`src/rtl/hmp_defines.svh`:
```
// Constants of the host mailbox port: addresses, field positions, timing counts
`ifndef HMP_DEFINES_SVH
`define HMP_DEFINES_SVH

// Core-side register addresses
`define HMP_A_STAT_LO  4'h6
`define HMP_A_STAT_HI  4'h7
`define HMP_A_MMASK    4'h8
`define HMP_A_CMASK    4'h9
`define HMP_A_ISTAT    4'ha

// Host-side address of the upper status register
`define HMP_HA_STAT_HI 3'h7

// Field positions
`define HMP_RD_FLD     8
`define HMP_SR_BIT     0
`define HMP_BOOT_BIT   1
`define HMP_CM_RD_BIT  0
`define HMP_CM_WR_BIT  1

// Reset value of the synchroniser: strobes idle, select high, latch enable low
`define HMP_PIN_IDLE   5'h0f

// Host timing, in clock cycles
`define HMP_STROBE_CYC 6
`define HMP_ALE_HOLD   2

`endif

```
`src/rtl/hmp_pkg.sv`:
```
// Types shared by both ends of the host mailbox port
package hmp_pkg;

  typedef logic [15:0] hmp_word_t;

  typedef enum logic [2:0] {
    HS_IDLE  = 3'b000,
    HS_ALE   = 3'b001,
    HS_AHOLD = 3'b010,
    HS_SETUP = 3'b011,
    HS_STRB  = 3'b100,
    HS_RECOV = 3'b101,
    HS_DONE  = 3'b110
  } hmp_hstate_t;

endpackage

```
`src/rtl/hmp_if.sv`:
```
// Pin-level link between the outside host and the mailbox port
`timescale 1ns/1ps
interface hmp_if;
  logic        width_sel;
  logic        style_sel;
  logic        mux_sel;
  logic        rd_n;
  logic        wr_n;
  logic        ds_n;
  logic        rw;
  logic        ale;
  logic [2:0]  addr;
  logic [15:0] h_out;
  logic        h_oe_n;
  logic [15:0] d_out;
  logic        d_oe_n;
  logic [15:0] hd;

  // Undriven bus floats high through the pull-ups
  assign hd = !h_oe_n ? h_out : (!d_oe_n ? d_out : 16'hffff);

  modport host (
    output width_sel, style_sel, mux_sel, rd_n, wr_n, ds_n, rw, ale, addr,
    output h_out, h_oe_n,
    input  d_out, d_oe_n, hd
  );

  modport dev (
    input  width_sel, style_sel, mux_sel, rd_n, wr_n, ds_n, rw, ale, addr,
    input  h_out, h_oe_n, hd,
    output d_out, d_oe_n
  );
endinterface

```
`src/rtl/hmp_device.sv`:
```
// Device end: mailbox registers, status, interrupts and host boot loading
// Functional notes
// Width strap picks 8- or 16-bit host transfers
// Style strap picks separate or shared strobes
// Mux strap picks split or multiplexed address/data
// Six data, two status, one mask register; the code has two mask registers, mmask_q and cmask_q
// Core reaches data registers in its space
// Both sides read both status registers
// Upper status holds soft reset, both set
// Host write raises core write request; the code raises none while boot_mode_q is set
// Completed host read raises core read request
// Written and read flags kept per register
// Mask bits per register, read and write
// Core mask: global read and write enables
// Interrupt needs per-register and global enable
// Host accesses need no core-clock handshake
// Interrupt and polling both supported
// Host boot moves words into program memory
// Boot strap chooses host or external boot
// Host strobes synchronised before any effect
// Core read clears written, write clears read
`timescale 1ns/1ps
`include "hmp_defines.svh"
module hmp_device
  import hmp_pkg::*;
#(
  parameter int NREG = 6,
  parameter int PMW  = 14
)(
  input  wire logic           clk,
  input  wire logic           rst,
  hmp_if.dev                  bus,
  input  wire logic           boot_sel,
  input  wire logic [3:0]     core_addr,
  input  wire hmp_word_t      core_wdata,
  input  wire logic           core_wr,
  input  wire logic           core_rd,
  output hmp_word_t           core_rdata_q,
  output logic                irq_q,
  output logic                soft_reset_q,
  output logic                boot_mode_q,
  output logic                pm_we_q,
  output logic [PMW-1:0]      pm_addr_q,
  output hmp_word_t           pm_data_q
);
  hmp_word_t       data_q [NREG];
  logic [4:0]      s1_q, s2_q, s3_q;
  logic [2:0]      alat_q, ha;
  logic            byte_q, init_q;
  logic [NREG-1:0] wrf_q, rdf_q, c_rd_hit, c_wr_hit;
  hmp_word_t       istat_q, mmask_q, h_word, stat_lo, stat_hi, h_rsel, ev, gate;
  logic [1:0]      cmask_q;
  logic            rd_now, rd_was, wr_now, wr_was, rd_end, wr_end;
  logic            hit, word_done, h_wr_word, h_rd_word;
  // Strobe decode for either strap setting, bits {ale,rw,ds_n,wr_n,rd_n}
  function automatic logic rd_act(input logic [4:0] s, input logic style);
    rd_act = style ? (!s[2] && s[3]) : !s[0];
  endfunction
  function automatic logic wr_act(input logic [4:0] s, input logic style);
    wr_act = style ? (!s[2] && !s[3]) : !s[1];
  endfunction
  // Host pins are unrelated to clk; the second and third stages are decoded
  always_ff @(posedge clk or posedge rst)
  begin
    if (rst)
    begin
      s1_q <= `HMP_PIN_IDLE;
      s2_q <= `HMP_PIN_IDLE;
      s3_q <= `HMP_PIN_IDLE;
    end
    else
    begin
      s1_q <= {bus.ale, bus.rw, bus.ds_n, bus.wr_n, bus.rd_n};
      s2_q <= s1_q;
      s3_q <= s2_q;
    end
  end
  assign rd_now = rd_act(s2_q, bus.style_sel);
  assign rd_was = rd_act(s3_q, bus.style_sel);
  assign wr_now = wr_act(s2_q, bus.style_sel);
  assign wr_was = wr_act(s3_q, bus.style_sel);
  assign rd_end = rd_was && !rd_now;
  assign wr_end = wr_was && !wr_now;
  // Multiplexed bus: address latched while the latch enable is seen high
  always_ff @(posedge clk or posedge rst)
  begin
    if (rst)
      alat_q <= 3'h0;
    else if (s2_q[4])
      alat_q <= bus.hd[2:0];
  end
  assign ha        = bus.mux_sel ? alat_q : bus.addr;
  assign hit       = (32'(ha) < NREG);
  assign word_done = bus.width_sel || byte_q;
  assign h_wr_word = wr_end && word_done && hit;
  assign h_rd_word = rd_end && word_done && hit;
  assign h_word    = bus.width_sel ? bus.hd : {bus.hd[7:0], data_q[ha][7:0]};
  // Byte pointer: low byte first, high byte completes the word
  always_ff @(posedge clk or posedge rst)
  begin
    if (rst)
      byte_q <= 1'b0;
    else if (bus.width_sel)
      byte_q <= 1'b0;
    else if (rd_end || wr_end)
      byte_q <= !byte_q;
  end
  // Boot source caught once, on the first edge after reset release
  always_ff @(posedge clk or posedge rst)
  begin
    if (rst)
    begin
      init_q      <= 1'b0;
      boot_mode_q <= 1'b0;
    end
    else if (!init_q)
    begin
      init_q      <= 1'b1;
      boot_mode_q <= boot_sel;
    end
    else if (core_wr && core_addr == `HMP_A_STAT_HI)
      boot_mode_q <= boot_mode_q && core_wdata[`HMP_BOOT_BIT];
  end
  // Mailbox data: host write wins a same-cycle core write to one register
  always_ff @(posedge clk or posedge rst)
  begin
    if (rst)
      for (int i = 0; i < NREG; i++)
        data_q[i] <= 16'h0000;
    else
    begin
      if (core_wr && 32'(core_addr) < NREG)
        data_q[core_addr[2:0]] <= core_wdata;
      if (wr_end && hit)
      begin
        if (bus.width_sel)
          data_q[ha] <= bus.hd;
        else if (byte_q)
          data_q[ha][15:8] <= bus.hd[7:0];
        else
          data_q[ha][7:0] <= bus.hd[7:0];
      end
    end
  end
  // Per-register flags; boot words leave the written flags alone
  generate
    for (genvar g = 0; g < NREG; g++)
    begin : g_flag
      assign c_rd_hit[g] = core_rd && core_addr == 4'(g);
      assign c_wr_hit[g] = core_wr && core_addr == 4'(g);
      always_ff @(posedge clk or posedge rst)
      begin
        if (rst)
        begin
          wrf_q[g] <= 1'b0;
          rdf_q[g] <= 1'b0;
        end
        else
        begin
          // Set wins over a clear in the same cycle
          wrf_q[g] <= (wrf_q[g] && !c_rd_hit[g]) ||
                      (h_wr_word && ha == 3'(g) && !boot_mode_q);
          rdf_q[g] <= (rdf_q[g] && !c_wr_hit[g]) ||
                      (h_rd_word && ha == 3'(g));
        end
      end
    end
  endgenerate
  // Soft reset: host write wins a same-cycle core write
  always_ff @(posedge clk or posedge rst)
  begin
    if (rst)
      soft_reset_q <= 1'b0;
    else if (wr_end && !byte_q && ha == `HMP_HA_STAT_HI)
      soft_reset_q <= bus.hd[`HMP_SR_BIT];
    else if (core_wr && core_addr == `HMP_A_STAT_HI)
      soft_reset_q <= core_wdata[`HMP_SR_BIT];
  end
  assign stat_lo = (16'(rdf_q) << `HMP_RD_FLD) | 16'(wrf_q);
  assign stat_hi = 16'({boot_mode_q, soft_reset_q});
  // Host read path: data or status, byte lane chosen by the pointer
  always_comb
  begin
    h_rsel = 16'h0000;
    if (hit)
      h_rsel = data_q[ha];
    else if (ha == 3'(`HMP_A_STAT_LO))
      h_rsel = stat_lo;
    else
      h_rsel = stat_hi;
  end

  always_ff @(posedge clk or posedge rst)
  begin
    if (rst)
    begin
      bus.d_out  <= 16'h0000;
      bus.d_oe_n <= 1'b1;
    end
    else
    begin
      bus.d_oe_n <= !rd_now;
      bus.d_out  <= bus.width_sel ? h_rsel :
                    (byte_q ? {8'h00, h_rsel[15:8]} : {8'h00, h_rsel[7:0]});
    end
  end
  // Interrupts: sticky events, per-register and global masks
  assign ev   = (16'(h_rd_word ? (NREG'(1) << ha) : '0) << `HMP_RD_FLD) |
                16'((h_wr_word && !boot_mode_q) ? (NREG'(1) << ha) : '0);
  assign gate = {{8{cmask_q[`HMP_CM_RD_BIT]}}, {8{cmask_q[`HMP_CM_WR_BIT]}}};
  always_ff @(posedge clk or posedge rst)
  begin
    if (rst)
    begin
      istat_q <= 16'h0000;
      mmask_q <= 16'h0000;
      cmask_q <= 2'h0;
      irq_q   <= 1'b0;
    end
    else
    begin
      if (core_wr && core_addr == `HMP_A_ISTAT)
        istat_q <= (istat_q & ~core_wdata) | ev;
      else
        istat_q <= istat_q | ev;
      if (core_wr && core_addr == `HMP_A_MMASK)
        mmask_q <= core_wdata;
      if (core_wr && core_addr == `HMP_A_CMASK)
        cmask_q <= core_wdata[1:0];
      irq_q <= |(istat_q & mmask_q & gate);
    end
  end
  // Boot loading: each completed host word goes to program memory
  always_ff @(posedge clk or posedge rst)
  begin
    if (rst)
    begin
      pm_we_q   <= 1'b0;
      pm_addr_q <= '0;
      pm_data_q <= 16'h0000;
    end
    else
    begin
      pm_we_q <= h_wr_word && boot_mode_q;
      if (pm_we_q)
        pm_addr_q <= pm_addr_q + PMW'(1);
      if (h_wr_word && boot_mode_q)
        pm_data_q <= h_word;
    end
  end
  // Core register reads, answered one cycle later
  always_ff @(posedge clk or posedge rst)
  begin
    if (rst)
      core_rdata_q <= 16'h0000;
    else if (core_rd)
    begin
      if (32'(core_addr) < NREG)
        core_rdata_q <= data_q[core_addr[2:0]];
      else
        unique case (core_addr)
          `HMP_A_STAT_LO: core_rdata_q <= stat_lo;
          `HMP_A_STAT_HI: core_rdata_q <= stat_hi;
          `HMP_A_MMASK:   core_rdata_q <= mmask_q;
          `HMP_A_CMASK:   core_rdata_q <= 16'(cmask_q);
          `HMP_A_ISTAT:   core_rdata_q <= istat_q;
          default:        core_rdata_q <= 16'h0000;
        endcase
    end
  end
endmodule

```
`src/flat_wrapper.sv`:
```
// flat-port wrapper written by rule: the top's interface ports become plain ports
module hmp_device_flat import hmp_pkg::*;
#(
  parameter int NREG = 6,
  parameter int PMW  = 14
)
  (clk, rst, boot_sel, core_addr, core_wdata, core_wr, core_rd, core_rdata_q, irq_q, soft_reset_q, boot_mode_q, pm_we_q, pm_addr_q, pm_data_q, bus_width_sel, bus_style_sel, bus_mux_sel, bus_rd_n, bus_wr_n, bus_ds_n, bus_rw, bus_ale, bus_addr, bus_h_out, bus_h_oe_n, bus_d_out, bus_d_oe_n);
  hmp_if bus_i ();
  input  wire logic clk;
  input  wire logic rst;
  input  wire logic boot_sel;
  input  wire logic [3:0] core_addr;
  input  wire hmp_word_t core_wdata;
  input  wire logic core_wr;
  input  wire logic core_rd;
  output hmp_word_t core_rdata_q;
  output logic irq_q;
  output logic soft_reset_q;
  output logic boot_mode_q;
  output logic pm_we_q;
  output logic [PMW-1:0] pm_addr_q;
  output hmp_word_t pm_data_q;
  input wire logic [$bits(bus_i.width_sel)-1:0] bus_width_sel;
  input wire logic [$bits(bus_i.style_sel)-1:0] bus_style_sel;
  input wire logic [$bits(bus_i.mux_sel)-1:0] bus_mux_sel;
  input wire logic [$bits(bus_i.rd_n)-1:0] bus_rd_n;
  input wire logic [$bits(bus_i.wr_n)-1:0] bus_wr_n;
  input wire logic [$bits(bus_i.ds_n)-1:0] bus_ds_n;
  input wire logic [$bits(bus_i.rw)-1:0] bus_rw;
  input wire logic [$bits(bus_i.ale)-1:0] bus_ale;
  input wire logic [$bits(bus_i.addr)-1:0] bus_addr;
  input wire logic [$bits(bus_i.h_out)-1:0] bus_h_out;
  input wire logic [$bits(bus_i.h_oe_n)-1:0] bus_h_oe_n;
  output wire logic [$bits(bus_i.d_out)-1:0] bus_d_out;
  output wire logic [$bits(bus_i.d_oe_n)-1:0] bus_d_oe_n;
  assign bus_i.width_sel = bus_width_sel;
  assign bus_i.style_sel = bus_style_sel;
  assign bus_i.mux_sel = bus_mux_sel;
  assign bus_i.rd_n = bus_rd_n;
  assign bus_i.wr_n = bus_wr_n;
  assign bus_i.ds_n = bus_ds_n;
  assign bus_i.rw = bus_rw;
  assign bus_i.ale = bus_ale;
  assign bus_i.addr = bus_addr;
  assign bus_i.h_out = bus_h_out;
  assign bus_i.h_oe_n = bus_h_oe_n;
  assign bus_d_out = bus_i.d_out;
  assign bus_d_oe_n = bus_i.d_oe_n;
  hmp_device #(.NREG(NREG), .PMW(PMW)) u_core (.clk(clk), .rst(rst), .bus(bus_i), .boot_sel(boot_sel), .core_addr(core_addr), .core_wdata(core_wdata), .core_wr(core_wr), .core_rd(core_rd), .core_rdata_q(core_rdata_q), .irq_q(irq_q), .soft_reset_q(soft_reset_q), .boot_mode_q(boot_mode_q), .pm_we_q(pm_we_q), .pm_addr_q(pm_addr_q), .pm_data_q(pm_data_q));
endmodule
```
`config.mk`:
```
export PLATFORM = sky130hd
export DESIGN_NAME = hmp_device_flat
export DESIGN_NICKNAME = d
export VERILOG_FILES = /design/src/rtl/hmp_pkg.sv /design/src/rtl/hmp_if.sv /design/src/rtl/hmp_device.sv /design/src/flat_wrapper.sv
export VERILOG_INCLUDE_DIRS = /design/src /design/src/rtl
export SDC_FILE = /design/constraint.sdc
export NUM_CORES = 1
export LEC_CHECK = 0
export BUFFER_PORTS_ARGS = -buffer_cell sky130_fd_sc_hd__buf_2
export CAP_MARGIN = 10
export CORE_MARGIN = 10
export CORE_UTILIZATION = 60
export DETAILED_ROUTE_END_ITERATION = 8
export PLACE_DENSITY = 0.83
export SKIP_CTS_REPAIR_TIMING = 1
export SYNTH_ARGS = -nofsm -noshare
export SYNTH_HDL_FRONTEND = slang
export SYNTH_SLANG_ARGS = --single-unit
```
`constraint.sdc`:
```
create_clock -name clk -period 7.86 [get_ports clk]
set_clock_uncertainty 0.05 [all_clocks]
set_input_delay 0.393 -clock clk [delete_from_list [all_inputs] [get_ports clk]]
set_output_delay 0.393 -clock clk [all_outputs]
set_load 0.01 [all_outputs]
```
==> results.yml <==
timing:
  setup_viol: 0
  worstMarginPinSlew_ns: 1.142
  period_share_pct: 45.18
  finalHoldViolCount: 0
  relSlewSlack_pct: 23.89
  post-route-min-period_ns: 3.551
  slew_viol_final: 0
  max_freq_mhz: 281.6
  setup_tns_ns: 0
  rsz0062_at_grt: "false"
routing:
  vias_per_cell: 7.090
  totalWireLength_mm: 40.80
  vias: 10458
  drt-initial-drc-count: 1491
  dr.pass1.iters: 7
  drc: 0
  post_drt_wl_per_cell_um: 27.66
  ant_nets: 0
logic_synthesis:
  yosysUniqueCellTypes: 70
  synthTopCellsByCount: "dfrtp_1, mux2i_1, nand2_1, o22ai_1, a22oi_1"
  syn_area_sq_mm: 0.01224
  synthMuxAreaShare_pct: 21.82
  synth-simple-area-share_pct: 8.763
  synth_fp_nets: 1161
  synth_top_area_cell: "dfrtp_1"
  ys_warn_count: 0
  yosysMostFrequentCell: "dfrtp_1"
  synth_top_family_by_area: "multiplexers"
  ys_ff_latch: 228
  ys_seq_area_share_pct: 46.76
  synth_compound_area_share_pct: 17.49
  async_flop_share_pct: 100.0
  avgSynthCellArea_sq_um: 11.05
  synth_xor_area_share_pct: 1.002
  synthFlopType: "dfrtp_1"
  synth_fa_ha_area_share_pct: 0.1022
  syn_inst: 1107
  netlist_top_cells_area: "dfrtp_1, mux2i_1, mux2_2"
  synth_top_area_share_pct: 43.97
  synth_edf_count: 0
pwr:
  clockPowerShare_pct: 30.0
  intPower_uw: 2788
  swShare_pct: 34.13
  total_power_uw: 4233
  pwr_density_cell_mw_per_mm2: 305.6
  switchingPower_uw: 1445
  power_frac_seq_pct: 43.8
  p_leak_uw: 0.006132
  vdd_drop_max_v: 0.0002249
  power_frac_comb_pct: 26.3
worst_setup_path:
  cp_cell_sequence: "or3b_1, o2bb2ai_1, nand4_1, nor2b_1, mux2i_1"
  max_stage_delay_ns: 0.90
  cp_data_arrival_time_ns: 3.93
  crit_type: "reg2reg"
  worst_setup_path_start_kind: "flop"
  critPathCaptureType: "flop"
  critical_path.top_delay_family: "simple AND/OR/NAND/NOR gates"
  required_ns: 8.24
  crit_fanout: 12
  critPathBufInv: 0
  critPathSlowestCell: "nor2b_1"
grt:
  gr-total-overflow: 0
  grt_usage_pct: 29.84
  antenna_found_initial: 0
  grt_pass1_vias: 10386
  grt_pass1_wl_mm: 61.94
  grt_max_degree: 94
floorplanning:
  pin_count: 120
  die_h_um: 162.8
  start_util_pct: 60.67
  rows: 52
  die-area_sq_mm: 0.02651
  die_w_um: 162.8
  coreArea_sq_mm: 0.02017
placement:
  globalplace.congestion: 0.9850
  io_buffer_count: 119
  dp.cells: 1424
  dp_hpwl_mm: 27.55
status:
  status: "completed"
clocking:
  cts_buffer_depth: 3
  root_buffer: "clkbuf_16"
  cts_sinks: 228
  clkTransAtPathRegs_ns: 0.06
  h-tree-depth: 1
  tritoncts: "built"
  cts_buffers: 26
  clk_latency_ns: 0.55
cells_and_area:
  stdcell_count: 1475
  diodes: 0
  area_delta_synth_final_pct: 13.20
  drive_gt1_share_pct: 22.99
  layout.nets: 1243
job:
  maxCapViolations: 0
worst_hold_path:
  worstHoldPathType: "in2reg"
## power groups by stage
stage,Sequential [uW],Clock (uW),Combinational [uW]
3_3_place_gp,1820,0,1040
3_5_place_dp,1830,0,1080
2_1_floorplan,1760,0,711
5_1_grt,1880,1320,1190
6_report,1850,1270,1110
4_1_cts,1830,1260,1080
## stage by stage
stage          cell area [sq um]  hold slack [ns]  worst slack, ns  util (%)
2_1_floorplan              12240           0.2812            1.191         -
3_3_place_gp               12880           0.2887            4.445     63.86
3_5_place_dp               12890           0.2896            4.354     63.92
4_1_cts                    13780          -0.1051            4.472     68.34
5_1_grt                    13850          0.06342            4.205     68.68
6_report                   13850          0.03943            4.309     68.68
## layer usage
layer | GRT usage (%) | share of wire [%] | vias to the layer above | wire (um)
li1 | - | - | 4341 | -
met1 | 37.14 | 36 | 5149 | 14760
met2 | 46.62 | 46 | 747 | 18790
met3 | 7.457 | 11 | 221 | 4564
met4 | 16.97 | 6.6 | 0 | 2678
met5 | 0 | 0 | - | 0
## layout make-up
type                       instances  area, sq um
inverter                          14        60.06
clock inverter                     6        105.1
timing repair buffer             145        809.5
fill                            1513         6317
sequential                       228         5722
tap                              270        337.8
clock buffer                      38        787.0
multi-input combinational        774         6031
## cells by family after synthesis
kind of cell | count (synthesis)
muxes | 239
AOI/OAI and AO/OA | 301
buffers and inverters | 105
xor gates and xnor gates | 14
other | 1
and+or+nand+nor | 218
adders and majority gates | 1
DFF | 228
## state kept, by name (all words and copies together) (netlist names), 5 cells and up
register,cells
u_core.data_q,96
u_core.bus.d_out,16
u_core.core_rdata_q,16
u_core.istat_q,16
u_core.mmask_q,16
u_core.pm_data_q,16
u_core.pm_addr_q,14
u_core.rdf_q,6
u_core.wrf_q,6
u_core.s1_q,5
u_core.s2_q,5
## worst register-to-register path: stages, from the launching register on
cell and delay [ns]:
dfstp_2 0.36, or3b_1 0.36, o2bb2ai_1 0.89, nand4_1 0.53
nor2b_1 0.90, mux2i_1 0.34
## layout by cell type (no fill, tap or decap), types with 7 or more instances in the layout
cell type and count:
a21oi_1 27, a22o_1 11, a22oi_1 45, a31oi_1 16, and3_1 7, buf_2 119, buf_4 19, clkbuf_16 27
clkbuf_8 7, dfrtp_1 215, dfstp_2 13, inv_1 12, mux2_2 42, mux2i_1 179, mux4_2 16, nand2_1 81
nand2b_1 11, nand3_1 17, nor2_1 42, nor2_2 8, nor2b_1 10, nor3_1 11, o2111ai_1 11, o211ai_1 12
o21a_1 30, o21ai_0 21, o21ai_1 7, o221ai_1 13, o22ai_1 63, xnor2_1 11
## final timing paths
check,start,endpoint,slack (ns),depth (start not counted)
min reg2reg,u_core.s1_q[3],u_core.s2_q[3],0.30,0
min in group asynchronous,rst,u_core.bus.d_out[2],0.48,3
max,u_core.s3_q[2],u_core.data_q[70],4.31,5
max in group asynchronous,rst,u_core.rdf_q[3],5.95,4
min,boot_sel,u_core.boot_mode_q,0.04,3
max reg2reg,u_core.s3_q[2],u_core.data_q[70],4.31,5
(Power assumes the default switching activity.)
